--- src/rtl/sfs_pkg.sv ---
// Constants and carrier types of the scan frame segment sequencer.
// Assumes a single clock domain; all link inputs are synchronous to it.
package sfs_pkg;

  localparam int unsigned NUM_CH      = 16;
  localparam int unsigned GRAY_W      = 16;
  localparam int unsigned TICK_W      = 11;
  localparam int unsigned SEG_W       = 8;
  localparam int unsigned SCAN_W      = 3;

  // Ticks are grayscale clock edges: two per double-edge clock
  localparam logic [TICK_W-1:0] SEG_TICKS_LO = 11'h400;
  localparam logic [TICK_W-1:0] SEG_TICKS_HI = 11'h100;
  localparam logic [TICK_W-1:0] BLANK_TICKS  = 11'h002;
  localparam logic [SEG_W-1:0]  SEG_LAST_LO  = 8'h3F;
  localparam logic [SEG_W-1:0]  SEG_LAST_HI  = 8'hFF;
  localparam int unsigned       REM_SHIFT_LO = 6;
  localparam int unsigned       REM_SHIFT_HI = 8;

  localparam logic [1:0] SCAN_RESERVED = 2'h0;
  localparam logic [1:0] SCAN_TWO      = 2'h1;
  localparam logic [1:0] SCAN_FOUR     = 2'h2;
  localparam logic [1:0] SCAN_EIGHT    = 2'h3;
  localparam logic [SCAN_W-1:0] SCAN_LAST_TWO   = 3'h1;
  localparam logic [SCAN_W-1:0] SCAN_LAST_FOUR  = 3'h3;
  localparam logic [SCAN_W-1:0] SCAN_LAST_EIGHT = 3'h7;

  localparam logic [2:0] START_PULSES = 3'h4;

  localparam logic REFRESH_LOW  = 1'b0;
  localparam logic REFRESH_HIGH = 1'b1;

  typedef struct packed {
    logic [1:0] scan_mode;
    logic       precharge_en;
    logic       refresh_high;
  } sfs_cmd_t;

  localparam sfs_cmd_t CMD_RESET = '{scan_mode: SCAN_RESERVED, precharge_en: 1'b0,
                                     refresh_high: REFRESH_LOW};

  typedef enum logic [1:0] {
    SFS_IDLE = 2'b01,
    SFS_RUN  = 2'b10
  } sfs_state_t;

  typedef struct packed {
    logic on;
    logic precharge;
  } sfs_chan_out_t;

endpackage

--- src/rtl/sfs_sequencer.sv ---
// Scan frame segment sequencer: segments, blanking slots, pre-charge.
// Assumes grayscale clock, latch strobe and shift clock are synchronous
// inputs; the current scan line's grayscale words come from outside.
`timescale 1ns/1ps
`default_nettype none
module sfs_sequencer
  import sfs_pkg::*;
#(
  parameter int unsigned CHANNELS = NUM_CH
)
(
  input  wire logic                        i_clk,
  input  wire logic                        i_rst,
  input  wire logic                        i_grayscale_clock,
  input  wire logic                        i_latch_strobe,
  input  wire logic                        i_data_shift_clock,
  input  wire sfs_pkg::sfs_cmd_t           i_cmd,
  input  wire logic [CHANNELS*GRAY_W-1:0]  i_gray,
  output logic [CHANNELS-1:0]              o_channel_on,
  output logic [CHANNELS-1:0]              o_precharge,
  output logic                             o_blank,
  output logic [SCAN_W-1:0]                o_scan_line,
  output logic [SEG_W-1:0]                 o_segment,
  output logic                             o_running
);
  import sfs_pkg::*;

  // Refused at elaboration so a bad width never reaches the generate loop
  if (CHANNELS < 1 || CHANNELS > 64)
  begin : g_bad_channels
    $error("CHANNELS out of range");
  end

  typedef struct packed {
    sfs_state_t        state;
    sfs_cmd_t          cmd;
    logic              gck_q;
    logic              dck_q;
    logic [2:0]        start_cnt;
    logic [TICK_W-1:0] tick;
    logic [SCAN_W-1:0] scan;
    logic [SEG_W-1:0]  seg;
  } sfs_seq_t;

  sfs_seq_t st;
  sfs_seq_t next_st;

  logic              tick_ev;
  logic              frame_start;
  logic              run;
  logic              blank;
  logic [TICK_W-1:0] seg_ticks;
  logic [TICK_W-1:0] tick_last;
  logic [SEG_W-1:0]  seg_last;
  logic [SCAN_W-1:0] scan_last;

  assign run       = st.state == SFS_RUN;
  assign tick_ev   = i_grayscale_clock != st.gck_q;
  assign seg_ticks = st.cmd.refresh_high ? SEG_TICKS_HI : SEG_TICKS_LO;
  assign seg_last  = st.cmd.refresh_high ? SEG_LAST_HI : SEG_LAST_LO;
  assign tick_last = seg_ticks + BLANK_TICKS - TICK_W'(1);
  assign blank     = st.tick >= seg_ticks;
  assign frame_start = i_latch_strobe && i_data_shift_clock && !st.dck_q
                       && st.start_cnt == START_PULSES - 3'h1;

  always_comb
  begin
    case (st.cmd.scan_mode)
      SCAN_TWO:   scan_last = SCAN_LAST_TWO;
      SCAN_FOUR:  scan_last = SCAN_LAST_FOUR;
      SCAN_EIGHT: scan_last = SCAN_LAST_EIGHT;
      default:    scan_last = '0;
    endcase
  end

  always_comb
  begin
    next_st       = st;
    next_st.gck_q = i_grayscale_clock;
    next_st.dck_q = i_data_shift_clock;
    if (!i_latch_strobe)
      next_st.start_cnt = '0;
    else if (i_data_shift_clock && !st.dck_q && st.start_cnt != START_PULSES)
      next_st.start_cnt = st.start_cnt + 3'h1;
    case (st.state)
      SFS_IDLE:
      begin
        if (frame_start && i_cmd.scan_mode != SCAN_RESERVED)
          next_st.state = SFS_RUN;
      end
      SFS_RUN:
      begin
        if (tick_ev)
        begin
          // Segment order interleaves scan lines: seg k of every line, then k+1
          if (st.tick == tick_last)
          begin
            next_st.tick = '0;
            if (st.scan == scan_last)
            begin
              next_st.scan = '0;
              next_st.seg  = (st.seg == seg_last) ? '0 : st.seg + SEG_W'(1);
            end
            else
              next_st.scan = st.scan + SCAN_W'(1);
          end
          else
            next_st.tick = st.tick + TICK_W'(1);
        end
        if (frame_start && i_cmd.scan_mode == SCAN_RESERVED)
          next_st.state = SFS_IDLE;
      end
      default:
        next_st.state = SFS_IDLE;
    endcase
    // Command taken only at frame start so counters never straddle two modes
    if (frame_start)
    begin
      next_st.cmd  = i_cmd;
      next_st.tick = '0;
      next_st.scan = '0;
      next_st.seg  = '0;
    end
  end

  always_ff @(posedge i_clk or posedge i_rst)
  begin
    if (i_rst)
    begin
      st           <= '0;
      st.state     <= SFS_IDLE;
      st.cmd       <= CMD_RESET;
    end
    else
      st <= next_st;
  end

  genvar gi;
  generate
    for (gi = 0; gi < CHANNELS; gi++)
    begin : g_ch
      sfs_chan_out_t ch_out;
      sfs_chan_pdm u_ch (
        .i_clk          (i_clk),
        .i_rst          (i_rst),
        .i_run          (run),
        .i_blank        (blank),
        .i_precharge_en (st.cmd.precharge_en),
        .i_refresh_high (st.cmd.refresh_high),
        .i_gray         (i_gray[gi*GRAY_W +: GRAY_W]),
        .i_seg          (st.seg),
        .i_tick         (st.tick),
        .o_out          (ch_out)
      );
      assign o_channel_on[gi] = ch_out.on;
      assign o_precharge[gi]  = ch_out.precharge;
    end
  endgenerate

  assign o_blank     = run && blank;
  assign o_scan_line = st.scan;
  assign o_segment   = st.seg;
  assign o_running   = run;
endmodule
`default_nettype wire

--- src/rtl/sfs_chan_pdm.sv ---
// One output channel of the interleaved density modulator.
// Assumes tick and segment indices come from the sequencer registers.
`timescale 1ns/1ps
`default_nettype none
module sfs_chan_pdm
  import sfs_pkg::*;
(
  input  wire logic                   i_clk,
  input  wire logic                   i_rst,
  input  wire logic                   i_run,
  input  wire logic                   i_blank,
  input  wire logic                   i_precharge_en,
  input  wire logic                   i_refresh_high,
  input  wire logic [GRAY_W-1:0]      i_gray,
  input  wire logic [SEG_W-1:0]       i_seg,
  input  wire logic [TICK_W-1:0]      i_tick,
  output var  sfs_pkg::sfs_chan_out_t o_out
);
  import sfs_pkg::*;

  sfs_chan_out_t st;
  sfs_chan_out_t next_st;
  logic [TICK_W-1:0] quota;
  logic              extra;

  // Whole share per segment plus one for the first rem segments
  always_comb
  begin
    if (i_refresh_high)
    begin
      quota = TICK_W'(i_gray >> REM_SHIFT_HI);
      extra = i_seg < SEG_W'(i_gray[REM_SHIFT_HI-1:0]);
    end
    else
    begin
      quota = TICK_W'(i_gray >> REM_SHIFT_LO);
      extra = i_seg[REM_SHIFT_LO-1:0] < i_gray[REM_SHIFT_LO-1:0];
    end
    next_st.on        = i_run && !i_blank && (i_tick < quota + TICK_W'(extra));
    next_st.precharge = i_run && i_blank && i_precharge_en;
  end

  always_ff @(posedge i_clk or posedge i_rst)
  begin
    if (i_rst)
      st <= '0;
    else
      st <= next_st;
  end

  assign o_out = st;

endmodule
`default_nettype wire

--- config.mk ---
export PLATFORM = sky130hd
export DESIGN_NAME = sfs_sequencer
export DESIGN_NICKNAME = d
export VERILOG_FILES = /design/src/rtl/sfs_pkg.sv /design/src/rtl/sfs_sequencer.sv /design/src/rtl/sfs_chan_pdm.sv
export SDC_FILE = /design/constraint.sdc
export NUM_CORES = 1
export LEC_CHECK = 0
export ABC_AREA = 1
export BUFFER_PORTS_ARGS = -buffer_cell sky130_fd_sc_hd__buf_2
export CAP_MARGIN = 20
export CORE_AREA = 10 10 189 191
export DETAILED_ROUTE_END_ITERATION = 6
export DIE_AREA = 0 0 199 201
export HOLD_SLACK_MARGIN = 0.15
export PLACE_DENSITY = 0.87
export SLEW_MARGIN = 25
export SYNTH_ARGS = -nofsm -noshare
export SYNTH_HDL_FRONTEND = slang
export SYNTH_HIERARCHICAL = 1
export SYNTH_SLANG_ARGS = --single-unit
--- constraint.sdc ---
create_clock -name i_clk -period 2.9 [get_ports i_clk]
set_input_delay 0 -clock i_clk [delete_from_list [all_inputs] [get_ports i_clk]]
set_output_delay 0 -clock i_clk [all_outputs]
set_load 0.005 [all_outputs]
==> qor.txt, run 1 <==
FILL cells = 2405
Die footprint = 40000 um2
Sequential fraction of the synthesis area = 0.09514
Setup ws final = -0.4581 ns
TritonCTS Buffers = 9
Max-cap viol count = 0
Sw Pwr = 3903 uW
Core area = 32040 um2
Top_reg_cell synth = dfrtp_1
Yosys top cell area share = 0.2296
Post-DP HPWL = 45420 um
R2R cell count = 22
Slew HR = 0.2989
Static leakage = 0.01195 uW
Io pins = 310
Final min period = 3.358 ns
RSZ-0062 raised after global routing = true
Pwr Density = 348.4 nW/um2
Drt via density = 5.630
Clock share of power = 0.157
Crit path DAT = 3.59 ns
Min-Delay Path Class = in2reg
Area grow syn2layout = 28.95%
Total routing usage reported by global routing = 0.2769
Die height = 201 um
Actual slew at the worst max-slew pin = 1.052 ns
Largest net degree at the start of global routing = 46
DRC errors left = 0
Fin. Hold Viols = 0
Root Buffer = clkbuf_16
Top cells by area, synth = ha_1 (23%), nand2_1 (16%), inv_1 (10%)
Net count, final = 3703
Routed WL = 62520 um
Vias in the first global route = 19.43k
Placed Area = 19980 um2
FFs w/ async S/R, synth = 1.000
Starting DRT DRC Count = 1477
Hold Slack = 0.2789 ns
Initial antenna violation count = 1
Register share of total power = 0.134
Clock Path Buffers = 2
Synth Cell Area = 17110 um2
I/O Buffers = 309
ANT nets after route = 0
EDFF count, synth = 0
Peak Freq = 297.8 MHz
P_int = 3783 uW
Worst path required time = 3.14 ns
CP Launch Type = flip-flop
Hold path depth = 8
Status = finished, violations left
Final period utilization = 1.158
Synthesized area per cell = 6.459 um2
Clock Sinks = 65
Syn_nets = 3228
Most frequent cells in the layout = nand2_1 (673), inv_1 (449), buf_2 (309)
Share of cells above drive strength 1 = 0.3468
Worst-Skew Late Latency = 0.35 ns
Synth unique cells = 45
Die X = 199 um
Skew final = 0.01162 ns
Post-synth top area cell = ha_1
CTS tree = yes
Logic pwr share = 0.709
DR WL/cell = 17.67 um
Total placed cells including tap cells = 3478
CP Max Fanout = 7
Clk slew on worst S/H paths = 0.07 ns
First-pass GRT wire length = 91350 um
Fin. max-slew vios = 0
Violated checks = negative setup slack
Setup CP Type = reg2reg
Synth Instances = 2649
VDD IR max = 0.2676 mV
H-tree depth = 3
Site row count = 66
Most common cell after layout, fill and taps aside = nand2_1
Gp weighted congestion = 0.9418
DR vias = 19.93k
Net Sw Frac = 0.5079
Final Cell Area = 22060 um2
Warnings, synthesis = 6
Final Non-Filler Cells = 3539
Initial Util = 0.5340
FF+latch count, synth = 65
GRT overflow = 0
Drt pass-1 iters = 7
Critical Path Sink Type = flip-flop
# setup viols final = 16
==> sequential cells by signal, summed over array words and instances (netlist names) <==
register and flops:
g_ch.u_ch/o_out 32, st 22, o_segment 8, o_scan_line 3
==> path summary, 6_finish.rpt <==
path,startpoint,to,slack (ns)
max,o_segment[1],g_ch[3].u_ch/o_out[1],-0.46
min,i_gray[255],g_ch[15].u_ch/o_out[1],0.28
max reg2reg,o_segment[1],g_ch[3].u_ch/o_out[1],-0.46
min reg2reg,st[22],st[22],0.54
max in group asynchronous,i_rst,o_segment[1],1.91
min in group asynchronous,i_rst,g_ch[0].u_ch/o_out[1],0.35
==> cell usage after synthesis (all sizes together) (16+ instances only) <==
master  count
inv       478
xnor2      16
ha        314
o21a       32
o21ai     151
nand4      78
xor2       33
dfrtp      64
nor3       18
nand3     121
nand2     830
o211ai     16
clkinv     18
buf        46
nor2      261
a21oi     150
o21bai     17
==> cell type report <==
class                   count  area, um2  area share
clock buffers              10      239.0     0.01083
diodes                      2      5.005   0.0002269
repair buffers            510       3273      0.1484
flip-flops and latches     65       1638     0.07424
clock inverters             6      72.57    0.003289
well taps                 408      510.5     0.02314
multi-input cells        2042      14430      0.6543
inverters                 496       1889     0.08564
==> power groups by stage <==
stage / logic (uW) / registers [uW] / clock network (uW)
2_1_floorplan: 3490 / 1070 / 0
3_3_place_gp: 4590 / 1040 / 0
3_5_place_dp: 4820 / 1050 / 0
4_1_cts: 4970 / 1030 / 1210
5_1_grt: 6040 / 1030 / 1250
6_report: 5450 / 1030 / 1200
==> routing by layer <==
layer	track usage	up-vias	wire length, um
li1	-	9463	-
met3	0.04677	384	5540
met5	0	-	0
met2	0.4748	1112	29200
met1	0.3093	8966	22920
met4	0.1777	0	4857
==> per-stage QoR <==
step / power [uW] / worst slack (ns) / setup TNS (ns) / utilization
finish: 7686 / -0.4581 / -4.103 / 0.6885
global route: 8319 / -0.5767 / -7.037 / 0.6885
CTS: 7203 / -0.2840 / -3.472 / 0.6542
detailed placement: 5864 / -0.4154 / -5.039 / 0.6235
global placement: 5632 / -0.2735 / -3.089 / 0.6235
floorplan: 4555 / -0.09154 / -1.372 / -
==> worst max-delay path: stages (launching register included) <==
cell and delay (ns):
dfrtp_2 0.46, buf_12 0.17, buf_4 0.15, ha_4 0.21, o21ai_2 0.05, nand2_1 0.06
nand2_1 0.07, nand2_1 0.08, a21oi_2 0.19, ha_2 0.24, buf_4 0.11, buf_4 0.13
nand2_1 0.09, nor2_2 0.17, nand3_1 0.10, nand2_1 0.08, nand2_1 0.06, ha_1 0.27
nand2_1 0.08, nor3_2 0.16, nand3_1 0.11, a21oi_2 0.14, nor2_1 0.08
==> logic make-up (layout without fill, tap and decap cells) <==
family	Yosys count	in the layout	synth area share
AO/OA/AOI/OAI	370	370	0.1409
XOR/XNOR	49	49	0.02508
other	0	2	0
buffers and inverters	542	1022	0.1430
flip-flops	65	65	0.09514
adder cells (fa/ha/maj)	314	314	0.2296
AND/OR/NAND/NOR	1309	1309	0.3662
==> timing repair <==
item	4_1_cts	5_1_grt
gates cloned	0	1
resized for setup	97	186
setup endpoints to repair	16	16
hold endpoints to repair	75	0
setup buffers	15	19
pin swaps	42	127
hold buffers	8	0
Power figures use the tool's default switching activity.
==> inputs of run 2 (changes only) <==
Settings changed: CORE_AREA 10 10 189 191 to 10 10 186 258, DIE_AREA 0 0 199 201 to 0 0 196 268, PLACE_DENSITY 0.87 to 0.69.
==> qor.txt, run 2 (synthesis gave the netlist of run 1 again) <==
Fin. Hold Viols = 0 (unchanged)
Total routing usage reported by global routing = 0.2052 (was 0.2769)
Io pins = 310 (unchanged)
TritonCTS Buffers = 9 (unchanged)
DR WL/cell = 15.27 um (was 17.67 um)
DRC errors left = 0 (unchanged)
Final Non-Filler Cells = 3683 (was 3539)
CP Max Fanout = 11 (was 7)
Final Cell Area = 21980 um2 (was 22060 um2)
Static leakage = 0.01192 uW (was 0.01195 uW)
Pwr Density = 332.8 nW/um2 (was 348.4 nW/um2)
Site row count = 90 (was 66)
First-pass GRT wire length = 87570 um (was 91350 um)
Final period utilization = 1.112 (was 1.158)
Setup TNS = -3.450 ns (was -4.103 ns)
Flop2flop setup slack = -0.32 ns (was -0.46 ns)
Status = finished, violations left (unchanged)
Clock Sinks = 65 (unchanged)
Final min period = 3.224 ns (was 3.358 ns)
Total placed cells including tap cells = 3617 (was 3478)
Post-DP HPWL = 44750 um (was 45420 um)
Fin. max-slew vios = 0 (unchanged)
Placed Area = 20160 um2 (was 19980 um2)
Die X = 196 um (was 199 um)
Setup ws final = -0.3241 ns (was -0.4581 ns)
Net count, final = 3702 (was 3703)
Routed WL = 56250 um (was 62520 um)
Gp weighted congestion = 0.8922 (was 0.9418)
CTS tree = yes (unchanged)
Peak Freq = 310.2 MHz (was 297.8 MHz)
Skew final = 0.01156 ns (was 0.01162 ns)
Drt via density = 4.889 (was 5.630)
R2R cell count = 22 (unchanged)
Die footprint = 52530 um2 (was 40000 um2)
Violated checks = negative setup slack (unchanged)
Initial Util = 0.3977 (was 0.5340)
Crit path DAT = 3.46 ns (was 3.59 ns)
R2r startpoint = o_segment[5] (was o_segment[1])
Worst-Skew Late Latency = 0.35 ns (about the same)
Critical Path Sink Type = flip-flop (unchanged)
H-tree depth = 3 (unchanged)
VDD IR max = 0.2958 mV (was 0.2676 mV)
I/O Buffers = 309 (unchanged)
Die height = 268 um (was 201 um)
GRT overflow = 0 (unchanged)
Root Buffer = clkbuf_16 (unchanged)
Drt pass-1 iters = 5 (was 7)
ANT nets after route = 0 (unchanged)
Final cell utilization of the core = 0.5111 (was 0.6885)
Actual slew at the worst max-slew pin = 0.7020 ns (was 1.052 ns)
Area grow syn2layout = 28.49% (was 28.95%)
DR vias = 18.01k (was 19.93k)
Slew HR = 0.5320 (was 0.2989)
Multi-input logic area = 14160 um2 (was 14430 um2)
Clock Path Buffers = 2 (unchanged)
Initial antenna violation count = 2 (was 1)
Setup CP Type = reg2reg (unchanged)
# setup viols final = 16 (unchanged)
Vias in the first global route = 17.39k (was 19.43k)
Register area = 1653 um2 (was 1638 um2)
R2r endpoint = g_ch[6].u_ch/o_out[1] (was g_ch[3].u_ch/o_out[1])
Largest register FFs = 32 (unchanged)
Starting DRT DRC Count = 647 (was 1477)
CP startpoint = o_segment[5] (was o_segment[1])
Min-Delay Path Class = in2reg (unchanged)
Worst path required time = 3.13 ns (was 3.14 ns)
Core area = 43020 um2 (was 32040 um2)
Largest net degree at the start of global routing = 38 (was 46)
Share of cells above drive strength 1 = 0.3382 (was 0.3468)
Most common cell after layout, fill and taps aside = nand2_1 (unchanged)
Max-cap viol count = 0 (unchanged)
Most frequent cells in the layout = nand2_1 (682), inv_1 (453), buf_2 (309) (was nand2_1 (673), inv_1 (449), buf_2 (309))
Crit path capture = g_ch[6].u_ch/o_out[1] (was g_ch[3].u_ch/o_out[1])
CP Launch Type = flip-flop (unchanged)
RSZ-0062 raised after global routing = true (unchanged)
Clk slew on worst S/H paths = 0.06 ns (was 0.07 ns)
FILL cells = 4311 (was 2405)
run 2: changes by cell type in the layout (fill, tap and decap cells not counted), moves of 7 or more:
cell     before  now
ha_1        234  252
nor2_4       58   50
buf_4       174  164
nand2_1     673  682
ha_4         61   45
o21ai_1      36   28
dfrtp_2       5   17
nor2_2       60   67
dfrtp_1      58   46
nand2_2     132  123
o21ai_0      46   57
buf_6         4   15
run 2: stage by stage:
stage / setup WS [ns] / hold slack, ns / total power [uW]
after floorplan: -0.09154 / -0.2588 / 4555
after global placement: -0.4100 / 0.1278 / 5749
after detailed placement: -0.4011 / 0.1309 / 5818
after CTS: -0.2952 / 0.2368 / 7190
after global routing: -0.5060 / 0.3016 / 8113
final: -0.3241 / 0.2600 / 7316
run 2: metal layers:
layer,track usage,vias up,wire [um]
li1,-,9442,-
met1,0.2399,8104,24010
met2,0.3764,382,28280
met3,0.02731,78,2268
met4,0.06617,0,1692
met5,0,-,0
run 2: repair_timing:
action,4_1_cts,5_1_grt
endpoints found under the hold margin,55,0
pin swaps,91,68
endpoints found under the setup margin,16,16
gates cloned,0,0
gates resized for setup,133,100
setup buffers,29,10
hold buffers,8,0
run 2: final cells by class:
type,count,share of cell area
clock inverter,6,0.003073
timing repair buffer,509,0.1495
inverter,496,0.08606
clock buffer,10,0.01042
tap,552,0.03142
antenna,3,0.0003415
sequential,65,0.07519
multi-input combinational,2042,0.6440
run 2: power by group:
group	switching, uW	internal [uW]
clock	474	670
sequential	149	940
combinational	3010	2070
run 2: how the worst min path moves through the flow:
stage,start,to,slack [ns],cells past startpoint
global placement,i_data_shift_clock,st[25],0.13,1
global route,i_gray[95],g_ch[5].u_ch/o_out[1],0.30,8
finish,i_gray[31],g_ch[1].u_ch/o_out[1],0.26,8
detailed placement,i_data_shift_clock,st[25],0.13,1
floorplan,i_rst,g_ch[0].u_ch/o_out[0],-0.26,1
CTS,i_gray[255],g_ch[15].u_ch/o_out[1],0.24,8
run 2: worst max-delay path: stages, from the launching register on:
cell	delay, ns
dfrtp_2	0.43
buf_12	0.16
buf_4	0.15
ha_4	0.28
nand2_1	0.07
nor2_1	0.14
nand2_1	0.10
nand2_2	0.10
a21oi_2	0.07
ha_2	0.20
buf_4	0.13
buf_4	0.14
nand2_1	0.07
nor2_2	0.04
buf_4	0.13
nand4_1	0.07
nand2_1	0.07
ha_1	0.28
nand2_2	0.06
nor3_2	0.15
nand3_1	0.08
a21oi_1	0.12
nor2_1	0.05
